[src/hdl/nfc_pkg.sv]
// nfc package: register map, carrier types, command codes and timing counts
package nfc_pkg;
  localparam int MCLK_NS = 4;
  localparam int WP_NS   = 25;
  localparam int WH_NS   = 15;
  localparam int WC_NS   = 50;
  localparam int RP_NS   = 35;
  localparam int REH_NS  = 15;
  localparam int RC_NS   = 50;
  localparam int WHR_NS  = 30;
  localparam int WB_NS   = 200;
  localparam int RR_NS   = 20;

  function automatic int toCyc(input int ns);
    return (ns + MCLK_NS - 1) / MCLK_NS;
  endfunction

  function automatic int maxOf(input int a, input int b);
    return (a > b) ? a : b;
  endfunction

  localparam logic [7:0] WLO_CYC = 8'(toCyc(WP_NS));
  localparam logic [7:0] WHI_CYC = 8'(maxOf(toCyc(WH_NS), toCyc(WC_NS) - toCyc(WP_NS)));
  localparam logic [7:0] RLO_CYC = 8'(toCyc(RP_NS));
  localparam logic [7:0] RHI_CYC = 8'(maxOf(toCyc(REH_NS), toCyc(RC_NS) - toCyc(RP_NS)));
  localparam logic [7:0] WHR_CYC = 8'(toCyc(WHR_NS));
  localparam logic [7:0] WB_CYC  = 8'(toCyc(WB_NS));
  localparam logic [7:0] RR_CYC  = 8'(toCyc(RR_NS));

  localparam logic [7:0] REG_CTRL = 8'h00;
  localparam logic [7:0] REG_ADDR = 8'h04;
  localparam logic [7:0] REG_OP   = 8'h08;
  localparam logic [7:0] REG_STAT = 8'h0C;

  localparam int CTRL_GUARD = 0;
  localparam int CTRL_CSHLD = 1;
  localparam int OP_KIND_LSB = 8;
  localparam int SR_OPBUSY = 0;
  localparam int SR_DEVRDY = 1;
  localparam int SR_REFUSED = 2;
  localparam int SR_PFVALID = 3;
  localparam int SR_FAIL = 4;
  localparam int SR_UNPROT = 5;
  localparam int SR_RDBYTE = 8;
  localparam int SR_STBYTE = 16;
  localparam int SB_FAIL = 0;
  localparam int SB_READY = 6;
  localparam int SB_UNPROT = 7;

  localparam logic [2:0] OP_CMD    = 3'h0;
  localparam logic [2:0] OP_ADDR   = 3'h1;
  localparam logic [2:0] OP_WDATA  = 3'h2;
  localparam logic [2:0] OP_RDATA  = 3'h3;
  localparam logic [2:0] OP_STATUS = 3'h4;

  localparam logic [7:0] CMD_READ1   = 8'h00;
  localparam logic [7:0] CMD_READ2   = 8'h01;
  localparam logic [7:0] CMD_READ3   = 8'h50;
  localparam logic [7:0] CMD_SERIAL  = 8'h80;
  localparam logic [7:0] CMD_PROGRAM = 8'h10;
  localparam logic [7:0] CMD_ERASE1  = 8'h60;
  localparam logic [7:0] CMD_ERASE2  = 8'hD0;
  localparam logic [7:0] CMD_STATUS  = 8'h70;
  localparam logic [7:0] CMD_IDREAD  = 8'h90;
  localparam logic [7:0] CMD_RESET   = 8'hFF;

  localparam logic [1:0] RESP_OKAY   = 2'h0;
  localparam logic [1:0] RESP_SLVERR = 2'h2;

  typedef enum logic [2:0] {
    ST_IDLE, ST_SETUP, ST_WLOW, ST_WHIGH, ST_GAP, ST_RWAIT, ST_RLOW, ST_RHIGH
  } nfc_state_t;

  typedef struct packed {
    logic cmdLatch;
    logic addrLatch;
    logic chipSel_n;
    logic writeStrobe_n;
    logic read_strobe_n;
    logic writeGuard_n;
  } nfc_strobe_t;

  typedef struct packed {
    logic        en;
    logic [7:0]  addr;
    logic [31:0] data;
    logic [3:0]  strb;
  } nfc_regwr_t;

  typedef struct packed {
    logic        awHeld;
    logic [7:0]  awAddr;
    logic        wHeld;
    logic [31:0] wData;
    logic [3:0]  wStrb;
    logic        bvalid;
    logic [1:0]  bresp;
    logic        rvalid;
    logic [1:0]  rresp;
    logic [31:0] rdata;
    nfc_regwr_t  wr;
  } nfc_axis_t;

  function automatic logic isMapped(input logic [7:0] a);
    return (a == REG_CTRL) || (a == REG_ADDR) || (a == REG_OP) || (a == REG_STAT);
  endfunction

  function automatic logic [31:0] mergeStrb(input logic [31:0] o, input logic [31:0] d,
                                            input logic [3:0] s);
    logic [31:0] r;
    r = o;
    for (int i = 0; i < 4; i++)
    begin
      if (s[i])
        r[i*8 +: 8] = d[i*8 +: 8];
    end
    return r;
  endfunction
endpackage

[src/hdl/nfc_ctrl.sv]
// nfc host controller core: register set and flash strobe sequencer
`timescale 1ns/10ps
module nfc_ctrl (
  input  logic                 mclk,
  input  logic                 reset,
  input  logic [7:0]           s_axi_awaddr,
  input  logic                 s_axi_awvalid,
  output logic                 s_axi_awready,
  input  logic [31:0]          s_axi_wdata,
  input  logic [3:0]           s_axi_wstrb,
  input  logic                 s_axi_wvalid,
  output logic                 s_axi_wready,
  output logic [1:0]           s_axi_bresp,
  output logic                 s_axi_bvalid,
  input  logic                 s_axi_bready,
  input  logic [7:0]           s_axi_araddr,
  input  logic                 s_axi_arvalid,
  output logic                 s_axi_arready,
  output logic [31:0]          s_axi_rdata,
  output logic [1:0]           s_axi_rresp,
  output logic                 s_axi_rvalid,
  input  logic                 s_axi_rready,
  output nfc_pkg::nfc_strobe_t strobes,
  input  logic [7:0]           io_bus_in,
  output logic [7:0]           io_bus_out,
  output logic                 io_bus_oe_n,
  input  logic                 ready_busy_n
);
  typedef struct packed {
    nfc_pkg::nfc_state_t st;
    logic [7:0]          cnt;
    logic [1:0]          aIdx;
    logic [2:0]          op;
    logic [7:0]          opByte;
    logic [7:0]          outByte;
    logic                cle;
    logic                ale;
    logic                wst;
    logic                rdStb;
    logic                oeN;
    logic                csN;
    logic                guard;
    logic                csHold;
    logic [23:0]         addr;
    logic [7:0]          rdByte;
    logic [7:0]          statByte;
    logic                refused;
  } nfc_core_t;

  nfc_core_t           q_r;
  nfc_core_t           q_nxt;
  nfc_pkg::nfc_regwr_t regWr;
  logic [7:0]          rdAddr;
  logic [31:0]         rdData;
  logic [31:0]         statWord;
  logic [31:0]         mergeW;
  logic                startOp;
  logic                setRef;
  logic                clrRef;

  // bit 8 is half_page_select, set by the read command, so it is skipped
  function automatic logic [7:0] addrByte(input logic [23:0] a, input logic [1:0] i);
    case (i)
      2'h0: return a[7:0];
      2'h1: return a[16:9];
      default: return {1'b0, a[23:17]};
    endcase
  endfunction

  function automatic logic busyOk(input logic [7:0] b);
    return (b == nfc_pkg::CMD_RESET) || (b == nfc_pkg::CMD_STATUS);
  endfunction

  nfc_axil nfc_axil_i (
    .mclk          (mclk),
    .reset         (reset),
    .s_axi_awaddr  (s_axi_awaddr),
    .s_axi_awvalid (s_axi_awvalid),
    .s_axi_awready (s_axi_awready),
    .s_axi_wdata   (s_axi_wdata),
    .s_axi_wstrb   (s_axi_wstrb),
    .s_axi_wvalid  (s_axi_wvalid),
    .s_axi_wready  (s_axi_wready),
    .s_axi_bresp   (s_axi_bresp),
    .s_axi_bvalid  (s_axi_bvalid),
    .s_axi_bready  (s_axi_bready),
    .s_axi_araddr  (s_axi_araddr),
    .s_axi_arvalid (s_axi_arvalid),
    .s_axi_arready (s_axi_arready),
    .s_axi_rdata   (s_axi_rdata),
    .s_axi_rresp   (s_axi_rresp),
    .s_axi_rvalid  (s_axi_rvalid),
    .s_axi_rready  (s_axi_rready),
    .regWr         (regWr),
    .rdAddr        (rdAddr),
    .rdData        (rdData)
  );

  // status view; pass/fail only counts when the device says ready
  always_comb
  begin
    statWord = 32'h0000_0000;
    statWord[nfc_pkg::SR_OPBUSY] = (q_r.st != nfc_pkg::ST_IDLE);
    statWord[nfc_pkg::SR_DEVRDY] = ready_busy_n;
    statWord[nfc_pkg::SR_REFUSED] = q_r.refused;
    statWord[nfc_pkg::SR_PFVALID] = q_r.statByte[nfc_pkg::SB_READY];
    statWord[nfc_pkg::SR_FAIL] = q_r.statByte[nfc_pkg::SB_FAIL]
                               & q_r.statByte[nfc_pkg::SB_READY];
    statWord[nfc_pkg::SR_UNPROT] = q_r.statByte[nfc_pkg::SB_UNPROT];
    statWord[nfc_pkg::SR_RDBYTE +: 8] = q_r.rdByte;
    statWord[nfc_pkg::SR_STBYTE +: 8] = q_r.statByte;
  end

  always_comb
  begin
    case (rdAddr)
      nfc_pkg::REG_CTRL: rdData = {30'h0000_0000, q_r.csHold, q_r.guard};
      nfc_pkg::REG_ADDR: rdData = {8'h00, q_r.addr};
      nfc_pkg::REG_OP:   rdData = {21'h00_0000, q_r.op, q_r.opByte};
      nfc_pkg::REG_STAT: rdData = statWord;
      default:           rdData = 32'h0000_0000;
    endcase
  end

  always_comb
  begin
    q_nxt = q_r;
    startOp = 1'b0;
    setRef = 1'b0;
    clrRef = 1'b0;
    mergeW = 32'h0000_0000;
    if (regWr.en)
    begin
      case (regWr.addr)
        nfc_pkg::REG_CTRL:
        begin
          mergeW = nfc_pkg::mergeStrb({30'h0000_0000, q_r.csHold, q_r.guard},
                                      regWr.data, regWr.strb);
          q_nxt.guard = mergeW[nfc_pkg::CTRL_GUARD];
          q_nxt.csHold = mergeW[nfc_pkg::CTRL_CSHLD];
        end
        nfc_pkg::REG_ADDR:
        begin
          mergeW = nfc_pkg::mergeStrb({8'h00, q_r.addr}, regWr.data, regWr.strb);
          q_nxt.addr = mergeW[23:0];
        end
        nfc_pkg::REG_OP:
        begin
          if (q_r.st != nfc_pkg::ST_IDLE)
            setRef = 1'b1;
          else
          begin
            mergeW = nfc_pkg::mergeStrb({21'h00_0000, q_r.op, q_r.opByte},
                                        regWr.data, regWr.strb);
            q_nxt.opByte = mergeW[7:0];
            q_nxt.op = mergeW[nfc_pkg::OP_KIND_LSB +: 3];
            startOp = 1'b1;
          end
        end
        nfc_pkg::REG_STAT:
          clrRef = regWr.strb[0] && regWr.data[nfc_pkg::SR_REFUSED];
        default: ;
      endcase
    end

    case (q_r.st)
      nfc_pkg::ST_IDLE:
      begin
        if (startOp)
        begin
          if (q_nxt.op == nfc_pkg::OP_CMD && !ready_busy_n && !busyOk(q_nxt.opByte))
            setRef = 1'b1;
          else if (q_nxt.op == nfc_pkg::OP_WDATA && !q_r.guard)
            setRef = 1'b1;
          else if (q_nxt.op > nfc_pkg::OP_STATUS)
            setRef = 1'b1;
          else if (q_nxt.op == nfc_pkg::OP_RDATA)
          begin
            q_nxt.st = nfc_pkg::ST_RWAIT;
            q_nxt.cnt = nfc_pkg::RR_CYC - 8'h01;
          end
          else
          begin
            q_nxt.st = nfc_pkg::ST_SETUP;
            q_nxt.aIdx = 2'h0;
            q_nxt.oeN = 1'b0;
            q_nxt.cle = (q_nxt.op == nfc_pkg::OP_CMD) || (q_nxt.op == nfc_pkg::OP_STATUS);
            q_nxt.ale = (q_nxt.op == nfc_pkg::OP_ADDR);
            if (q_nxt.op == nfc_pkg::OP_STATUS)
              q_nxt.outByte = nfc_pkg::CMD_STATUS;
            else if (q_nxt.op == nfc_pkg::OP_ADDR)
              q_nxt.outByte = addrByte(q_r.addr, 2'h0);
            else
              q_nxt.outByte = q_nxt.opByte;
          end
        end
      end
      nfc_pkg::ST_SETUP:
      begin
        q_nxt.wst = 1'b0;
        q_nxt.cnt = nfc_pkg::WLO_CYC - 8'h01;
        q_nxt.st = nfc_pkg::ST_WLOW;
      end
      nfc_pkg::ST_WLOW:
      begin
        if (q_r.cnt != 8'h00)
          q_nxt.cnt = q_r.cnt - 8'h01;
        else
        begin
          q_nxt.wst = 1'b1;
          q_nxt.cnt = nfc_pkg::WHI_CYC - 8'h01;
          q_nxt.st = nfc_pkg::ST_WHIGH;
        end
      end
      nfc_pkg::ST_WHIGH:
      begin
        if (q_r.cnt != 8'h00)
          q_nxt.cnt = q_r.cnt - 8'h01;
        else if (q_r.op == nfc_pkg::OP_ADDR && q_r.aIdx != 2'h2)
        begin
          q_nxt.aIdx = q_r.aIdx + 2'h1;
          q_nxt.outByte = addrByte(q_r.addr, q_r.aIdx + 2'h1);
          q_nxt.wst = 1'b0;
          q_nxt.cnt = nfc_pkg::WLO_CYC - 8'h01;
          q_nxt.st = nfc_pkg::ST_WLOW;
        end
        else
        begin
          q_nxt.cle = 1'b0;
          q_nxt.ale = 1'b0;
          q_nxt.oeN = 1'b1;
          if (q_r.op == nfc_pkg::OP_WDATA)
            q_nxt.st = nfc_pkg::ST_IDLE;
          else
          begin
            // let the device reach busy before anyone looks at ready
            q_nxt.st = nfc_pkg::ST_GAP;
            q_nxt.cnt = (q_r.op == nfc_pkg::OP_STATUS) ? nfc_pkg::WHR_CYC - 8'h01
                                                       : nfc_pkg::WB_CYC - 8'h01;
          end
        end
      end
      nfc_pkg::ST_GAP:
      begin
        if (q_r.cnt != 8'h00)
          q_nxt.cnt = q_r.cnt - 8'h01;
        else if (q_r.op == nfc_pkg::OP_STATUS)
        begin
          q_nxt.rdStb = 1'b0;
          q_nxt.cnt = nfc_pkg::RLO_CYC - 8'h01;
          q_nxt.st = nfc_pkg::ST_RLOW;
        end
        else
          q_nxt.st = nfc_pkg::ST_IDLE;
      end
      nfc_pkg::ST_RWAIT:
      begin
        if (!ready_busy_n)
          q_nxt.cnt = nfc_pkg::RR_CYC - 8'h01;
        else if (q_r.cnt != 8'h00)
          q_nxt.cnt = q_r.cnt - 8'h01;
        else
        begin
          q_nxt.rdStb = 1'b0;
          q_nxt.cnt = nfc_pkg::RLO_CYC - 8'h01;
          q_nxt.st = nfc_pkg::ST_RLOW;
        end
      end
      nfc_pkg::ST_RLOW:
      begin
        if (q_r.cnt != 8'h00)
          q_nxt.cnt = q_r.cnt - 8'h01;
        else
        begin
          if (q_r.op == nfc_pkg::OP_STATUS)
            q_nxt.statByte = io_bus_in;
          else
            q_nxt.rdByte = io_bus_in;
          q_nxt.rdStb = 1'b1;
          q_nxt.cnt = nfc_pkg::RHI_CYC - 8'h01;
          q_nxt.st = nfc_pkg::ST_RHIGH;
        end
      end
      nfc_pkg::ST_RHIGH:
      begin
        if (q_r.cnt != 8'h00)
          q_nxt.cnt = q_r.cnt - 8'h01;
        else
          q_nxt.st = nfc_pkg::ST_IDLE;
      end
      default: q_nxt.st = nfc_pkg::ST_IDLE;
    endcase

    q_nxt.refused = (q_r.refused & ~clrRef) | setRef;
    // chip select released when idle and csHold is clear lets the device drop to standby
    q_nxt.csN = !(q_nxt.csHold || q_nxt.st != nfc_pkg::ST_IDLE);
  end

  always_ff @(posedge mclk)
  begin
    if (reset)
    begin
      q_r <= '0;
      q_r.wst <= 1'b1;
      q_r.rdStb <= 1'b1;
      q_r.oeN <= 1'b1;
      q_r.csN <= 1'b1;
    end
    else
      q_r <= q_nxt;
  end

  assign strobes.cmdLatch = q_r.cle;
  assign strobes.addrLatch = q_r.ale;
  assign strobes.chipSel_n = q_r.csN;
  assign strobes.writeStrobe_n = q_r.wst;
  assign strobes.read_strobe_n = q_r.rdStb;
  assign strobes.writeGuard_n = q_r.guard;
  assign io_bus_out = q_r.outByte;
  assign io_bus_oe_n = q_r.oeN;
endmodule

[src/hdl/nfc_axil.sv]
// nfc AXI4-Lite slave: handshakes, write pulse toward the core, read capture
`timescale 1ns/10ps
module nfc_axil (
  input  logic                mclk,
  input  logic                reset,
  input  logic [7:0]          s_axi_awaddr,
  input  logic                s_axi_awvalid,
  output logic                s_axi_awready,
  input  logic [31:0]         s_axi_wdata,
  input  logic [3:0]          s_axi_wstrb,
  input  logic                s_axi_wvalid,
  output logic                s_axi_wready,
  output logic [1:0]          s_axi_bresp,
  output logic                s_axi_bvalid,
  input  logic                s_axi_bready,
  input  logic [7:0]          s_axi_araddr,
  input  logic                s_axi_arvalid,
  output logic                s_axi_arready,
  output logic [31:0]         s_axi_rdata,
  output logic [1:0]          s_axi_rresp,
  output logic                s_axi_rvalid,
  input  logic                s_axi_rready,
  output nfc_pkg::nfc_regwr_t regWr,
  output logic [7:0]          rdAddr,
  input  logic [31:0]         rdData
);
  nfc_pkg::nfc_axis_t q_r;
  nfc_pkg::nfc_axis_t q_nxt;

  assign s_axi_awready = !q_r.awHeld && !q_r.bvalid;
  assign s_axi_wready  = !q_r.wHeld && !q_r.bvalid;
  assign s_axi_arready = !q_r.rvalid;
  assign s_axi_bvalid  = q_r.bvalid;
  assign s_axi_bresp   = q_r.bresp;
  assign s_axi_rvalid  = q_r.rvalid;
  assign s_axi_rresp   = q_r.rresp;
  assign s_axi_rdata   = q_r.rdata;
  assign regWr         = q_r.wr;
  assign rdAddr        = s_axi_araddr;

  always_comb
  begin
    q_nxt = q_r;
    q_nxt.wr.en = 1'b0;
    // address and data may come in either order
    if (s_axi_awvalid && s_axi_awready)
    begin
      q_nxt.awHeld = 1'b1;
      q_nxt.awAddr = s_axi_awaddr;
    end
    if (s_axi_wvalid && s_axi_wready)
    begin
      q_nxt.wHeld = 1'b1;
      q_nxt.wData = s_axi_wdata;
      q_nxt.wStrb = s_axi_wstrb;
    end
    if (q_r.awHeld && q_r.wHeld && !q_r.bvalid)
    begin
      q_nxt.awHeld = 1'b0;
      q_nxt.wHeld = 1'b0;
      q_nxt.bvalid = 1'b1;
      q_nxt.wr.en = nfc_pkg::isMapped(q_r.awAddr);
      q_nxt.wr.addr = q_r.awAddr;
      q_nxt.wr.data = q_r.wData;
      q_nxt.wr.strb = q_r.wStrb;
      q_nxt.bresp = nfc_pkg::isMapped(q_r.awAddr) ? nfc_pkg::RESP_OKAY : nfc_pkg::RESP_SLVERR;
    end
    if (q_r.bvalid && s_axi_bready)
      q_nxt.bvalid = 1'b0;
    if (s_axi_arvalid && s_axi_arready)
    begin
      q_nxt.rvalid = 1'b1;
      q_nxt.rdata = nfc_pkg::isMapped(s_axi_araddr) ? rdData : 32'h0000_0000;
      q_nxt.rresp = nfc_pkg::isMapped(s_axi_araddr) ? nfc_pkg::RESP_OKAY : nfc_pkg::RESP_SLVERR;
    end
    if (q_r.rvalid && s_axi_rready)
      q_nxt.rvalid = 1'b0;
  end

  always_ff @(posedge mclk)
  begin
    if (reset)
      q_r <= '0;
    else
      q_r <= q_nxt;
  end
endmodule

[config.mk]
export PLATFORM = sky130hd
export DESIGN_NAME = nfc_ctrl
export DESIGN_NICKNAME = d
export VERILOG_FILES = /design/src/hdl/nfc_pkg.sv /design/src/hdl/nfc_ctrl.sv /design/src/hdl/nfc_axil.sv
export SDC_FILE = /design/constraint.sdc
export NUM_CORES = 1
export LEC_CHECK = 0
export ABC_AREA = 1
export BUFFER_PORTS_ARGS = -buffer_cell sky130_fd_sc_hd__buf_2
export CORE_ASPECT_RATIO = 1.75
export CORE_MARGIN = 3
export CORE_UTILIZATION = 50
export DETAILED_ROUTE_END_ITERATION = 10
export GPL_TIMING_DRIVEN = 0
export PLACE_DENSITY = 0.71
export SYNTH_ARGS = -nofsm -noshare
export SYNTH_HDL_FRONTEND = slang
export SYNTH_SLANG_ARGS = --single-unit
export TNS_END_PERCENT = 50
[constraint.sdc]
create_clock -name mclk -period 2.61 [get_ports mclk]
set_input_delay 0.3915 -clock mclk [delete_from_list [all_inputs] [get_ports mclk]]
set_output_delay 0.3915 -clock mclk [all_outputs]
set_load 0.01 [all_outputs]
# Word-level counts from Yosys, hierarchy flattened
# Cells that the tools add are included.
# totals
input_bits	68
wordCells	235
regBits	192
# op_classes
n_bitwise	7
n_addsub	2
n_reduce_logical	58
eq_ne	45
order_cmp	1
muxes	88
# ops
operator	count
$mux 8	17
$pmux 24 s4	1
$pmux 11 s8	1
$mux 11	5
$mux 13	4
$mux 10	5
$eq 8x4->1 const B	6
$mux 24	2
$ne 2x2->1 const B	17
$mux 3	11
$mux 1	27
$mux 25	1
$eq 8x3->1 const B	3
$logic_not 8->1	3
$reduce_and 8->1	3
$pmux 10 s2	1
$eq 3x3->1 const B	6
$reduce_and 3->1	6
$pmux 8 s2	1
$eq 3x2->1 const B	5
$logic_and 1x1->1	14
$mux 2	7
$reduce_bool 3->1	4
$eq 3x1->1 const B	3
other kinds (24)	48

# Longest topological paths before layout
# logic_depth
ltp_word	14
depth_mapped	18
ltp_nobuf	18

# Modules after synthesis
# A second synthesis with hierarchy kept.
# hier_totals
hier_cells	1424
area_unflattened_um2	10378.7
# by_module_without_submodules
mod	area_per_inst_um2	cells_per_inst	seq_area_each_um2	n_inst
nfc_axil	5250.0	648	2542.4	1
nfc_ctrl	5128.7	776	1621.6	1

# Worst setup path before layout
# OpenSTA, ideal clock, no wires.
# synth_timing
path_type	flip-flop to flip-flop
startpoint	register q_r[70] (netlist bit)
endpoint	register q_r[69] (netlist bit)
slack_ps	561
arrival_ps	1936
stages_incl_launch_ff	13
n_path_buf	1
t_required_ps	2497
period_less_slack_ps	2049
cell_sequence	dfxtp_1 -> inv_1 -> ha_1 -> nand3_1 -> nor2_1 -> inv_2 -> o21ai_0 -> nand2_1 -> nor2_4 -> nand4_4 -> buf_6 -> nor2_1 -> nor2_1
# synth_via
elab_chain_cells	3
# synth_rtl
item	line_no	text
from (decl)	nfc_ctrl.sv:50	nfc_core_t q_r;
from (signal assigned)	nfc_ctrl.sv:310	q_r <= q_nxt;
$reduce_bool 8->1	nfc_ctrl.sv:217	if (q_r.cnt != 8'h00)
$ne 2x2->1 (no line)	--	
$reduce_and 8->1 (no line)	--	
# Every way passes these cells.
# A chain may end at the register's enable or synchronous reset.

# Worst setup path after layout
# layout_timing
startpoint	register q_r[70] (netlist bit)
endpoint	register q_r[72] (netlist bit)
# layout_via
elab_chain_cells	4
# layout_rtl
item	line_no	text
$sub 8x1->8 / $reduce_bool 8->1 (equally long branches)	--	
$mux 8	nfc_ctrl.sv:260	else if (q_r.cnt != 8'h00)
$mux 8	nfc_ctrl.sv:258	if (!ready_busy_n)
$pmux 11 s8	nfc_ctrl.sv:166	case (q_r.st)
# Parallel ways exist; a longest one is shown, timed or not. The select of a mux whose other input is x is not followed.

==> summary.md <==
| Metric | Value |
|---|---|
| WP buf/inv | `2` |
| FMAX | `406 MHz` |
| CP Capture Type | `flip-flop` |
| Distinct cells, synth | `47` |
| Antenna violations before repair | `0` |
| Max Slew Vio Count | `0` |
| Cell area power density | `between 600 and 700 nW/µm²` |
| Register area share after synthesis | `0.431` |
| Largest net degree at the start of global routing | `23` |
| Grt ovf | `0` |
| Clk root buf | `clkbuf_16` |
| Wire length per cell | `15.3 µm` |
| Vias per Instance | `~5.1` |
| Vias in the first global route | `~7600` |
| Slowest cell on the critical path | `clkbuf_1` |
| Post-layout worst setup margin | `roughly 0.15 ns` |
| Outcome | `finished, final reports clean` |
| Fin crit share | `0.944` |
| Die Area | `18600 µm²` |
| Syn Area/Cell | `about 7.3 µm²` |
| Final hold viol count | `0` |
| Gate Count Post-Synth | `1159` |
| Setup_tns | `0 ns` |
| Share of layout cells above drive strength 1 | `0.182` |
| Mapped Area | `8460 µm²` |
| Die X | `104 µm` |
| Crit path DAT | `between 2 and 3 ns` |
| Final antenna-violating net count | `0` |
| CP peak stage delay | `approximately 0.37 ns` |
| TritonCTS Buffers | `17` |
| Yosys warns | `0` |
| Leakage | `4.31 nW` |
| Mux contribution to synthesized area | `0` |
| I/O Pins | `around 120` |
| Most common flop cell mapped by yosys | `dfxtp_1` |
| Initial core utilization | `0.512` |
| Compound-Gate Fraction of Synth Area | `0.195` |
| Crit-path max FO | `10` |
| Post-Synth Simple-Gate Area | `0.203` |
| Post-route DRC | `0` |
| Min Clock Period, post-route | `~2.5 ns` |
| R2R Path End | `q_r[72]$_SDFFE_PP0P_` |
| Die Y | `178 µm` |
| Core ar. | `between 15000 and 20000 µm²` |
| Slew of the pin with the lowest slew margin | `between 0.8 and 0.9 ns` |
| CTS H-tree lvls | `4` |
| Async SR Flop Fraction | `0` |
| CTS tree | `done` |
| RSZ-0062 raised after global routing | `no` |
| Post-CTS Hold Buffers | `0` |
| Crit path cell chain | `inv_1, ha_1, nand3_1, nor2_4, clkbuf_1, nand2_1, o21ai_0, a31oi_1, nor3_1, nand2_1, nor2_1, nor2_1` |
| Area after DPL | `around 9300 µm²` |
| Slew margin rel. | `0.394` |
| Post-Synth XOR/XNOR Area | `0.00621` |
| Pre-CTS setup slack | `-0.119 ns` |
| Final setup vio count | `0` |
| N_diodes | `0` |
| Reg clk slew, reported paths | `0.08 ns` |
| GPL Wtd Cong | `0.944` |
| Hold WC Path Type | `in2reg` |
| Worst r2r src | `q_r[70]$_SDFFE_PP0P_` |
| Reg-to-reg slack, setup | `0.15 ns` |
| Total Routing Usage GR | `0.252` |
| Maximum vdd ir drop | `between 400 and 500 µV` |
| Total power | `roughly 6.8 mW` |
| Hold Path Sink | `nfc_axil_i.s_axi_bvalid$_SDFFE_PP0P_` |
| Clock Path Buffers | `2` |
| Total vias in the final route | `~7900` |
| Clk sink count | `182` |
| Clock Latency Late Sink | `between 0.4 and 0.5 ns` |
| Hold Path Cell Cnt | `2` |
| Required @ worst endpoint | `slightly below 3 ns` |
| Hold path startpoint | `s_axi_bready` |
| Startpoint types | `flip-flop` |
| Crit Path Class | `reg2reg` |
| Nets | `approximately 1400` |
| Syn-to-layout area delta | `18.2%` |
| First-pass GRT wire length | `roughly 37 mm` |
| TritonRoute pass-1 iters | `5` |
| Maxcap violations | `0` |
| Starting DRT DRC Count | `420` |
| Post-Route WL | `approximately 23 mm` |
| Cell area after layout | `roughly 10000 µm²` |
| Main combinational cell family by area after synthesis | `simple AND/OR/NAND/NOR gates` |
| Post-synthesis adder-cell area fraction | `0.00592` |
| Final Skew | `about 0.013 ns` |
| R2R depth | `12` |
| Top delay family on crit path | `simple AND/OR/NAND/NOR gates` |
| Row count | `a little over 60` |
| Final HPWL DP | `18.0 mm` |
| Layout Utilization | `0.605` |
| Post-synth EDFFs | `0` |
| I/O Buffers | `104` |
| Synth Register Bits | `182` |
how the worst max path moves through the flow:
stage                          from                                       to  cells past startpoint
2_1_floorplan  q_r[70]$_SDFFE_PP0P_                     q_r[69]$_SDFFE_PP0P_                     12
3_3_place_gp        s_axi_araddr[1]  nfc_axil_i.s_axi_rdata[18]$_SDFFE_PP0P_                      8
3_5_place_dp        s_axi_araddr[1]  nfc_axil_i.s_axi_rdata[18]$_SDFFE_PP0P_                      8
4_1_cts          q_r[79]$_SDFF_PP0_               io_bus_out[1]$_SDFFE_PP0P_                     13
5_1_grt          q_r[79]$_SDFF_PP0_                    strobes[3]$_SDFF_PP1_                     18
6_report       q_r[70]$_SDFFE_PP0P_                     q_r[72]$_SDFFE_PP0P_                     12
stage by stage:
| step | hold WS, ns | std cells |
|---|---|---|
| 6_report | 0.152 | 1530 |
| 4_1_cts | 0.147 | 1528 |
| 3_5_place_dp | 0.443 | 1496 |
| 5_1_grt | 0.156 | 1530 |
| 2_1_floorplan | 0.425 | 1168 |
| 3_3_place_gp | 0.435 | 1496 |
power breakdown:
part	leakage (nW)	internal (mW)	switching, mW	total, mW
Clock	0.305	1.34	1.37	2.72
Sequential	1.48	2.92	0.0656	2.98
Combinational	2.53	0.422	0.712	1.13
Total	4.31	4.68	2.15	6.83
registers in the layout, summed over array words and instances (netlist names):
register	cells
nfc_axil_i.s_axi_rresp	1
io_bus_out	8
io_bus_oe_n	1
nfc_axil_i.s_axi_rvalid	1
q_r	66
nfc_axil_i.q_r	37
nfc_axil_i.regWr	36
nfc_axil_i.s_axi_rdata	24
strobes	6
nfc_axil_i.s_axi_bresp	1
nfc_axil_i.s_axi_bvalid	1
cells by family after synthesis:
logic type                 Yosys count
AOI/OAI and AO/OA                  293
and+or+nand+nor                    376
xor gates and xnor gates             6
DFF                                182
buffers and inverters              297
adders and majority gates            4
other                                1
per-layer routing:
layer,GRT usage,vias to the layer above,share of wire
li1,-,3969,-
met1,0.266,3536,0.38
met2,0.465,281,0.51
met3,0.0333,83,0.047
met4,0.167,0,0.062
met5,0,-,0
layout make-up:
type                       count  area (µm²)
fill                        1588        6530
clock buffer                  17         425
buffer                        96         589
clock inverter                15         214
timing repair buffer         106         548
multi-input combinational    689        3540
tap                          224         280
inverter                     201         759
sequential                   182        3640
cell usage after synthesis, types with 2 or more instances:
cell type | number | area, µm²
nor3_1 | 15 | 75.1
nor2_2 | 2 | 12.5
nand4_1 | 4 | 25.0
buf_1 | 2 | 7.51
clkbuf_1 | 36 | 135
buf_2 | 3 | 15.0
buf_4 | 51 | 383
a211oi_1 | 17 | 128
nor2_1 | 105 | 394
o2bb2ai_1 | 2 | 17.5
o221ai_1 | 2 | 17.5
nand3_1 | 46 | 230
buf_6 | 4 | 45.0
nor2_4 | 3 | 33.8
nand2_4 | 5 | 56.3
a21oi_1 | 106 | 531
inv_1 | 192 | 721
o22ai_1 | 56 | 350
clkinv_1 | 2 | 7.51
nand3_2 | 3 | 30.0
xor2_1 | 5 | 43.8
or2_2 | 2 | 12.5
o41ai_1 | 2 | 17.5
o211ai_1 | 4 | 30.0
dfxtp_1 | 182 | 3640
nand4_2 | 3 | 37.5
inv_2 | 6 | 22.5
nand2_1 | 175 | 657
a22oi_1 | 4 | 30.0
o21ai_0 | 94 | 470
nor4_1 | 5 | 31.3
ha_1 | 4 | 50.1
nor2_8 | 3 | 60.1
layout by cell type (no fill, tap or decap), drive strengths merged, types with 5 or more instances in the layout:
cell type  synthesis  final
inv              199    206
dfxtp            182    182
nand2            182    182
buf               60    166
nor2             113    113
a21oi            107    107
o21ai             94     94
o22ai             56     56
clkbuf            36     53
nand3             49     49
a211oi            17     17
nor3              16     16
conb               1     10
clkinv             2     10
nand4              8      8
nor4               5      5
xor2               5      5
what timing repair did:
item                       CTS  global route
setup buffers                0             2
resized for setup            0            13
setup endpoints to repair    0            26
(Power assumes the default switching activity.)
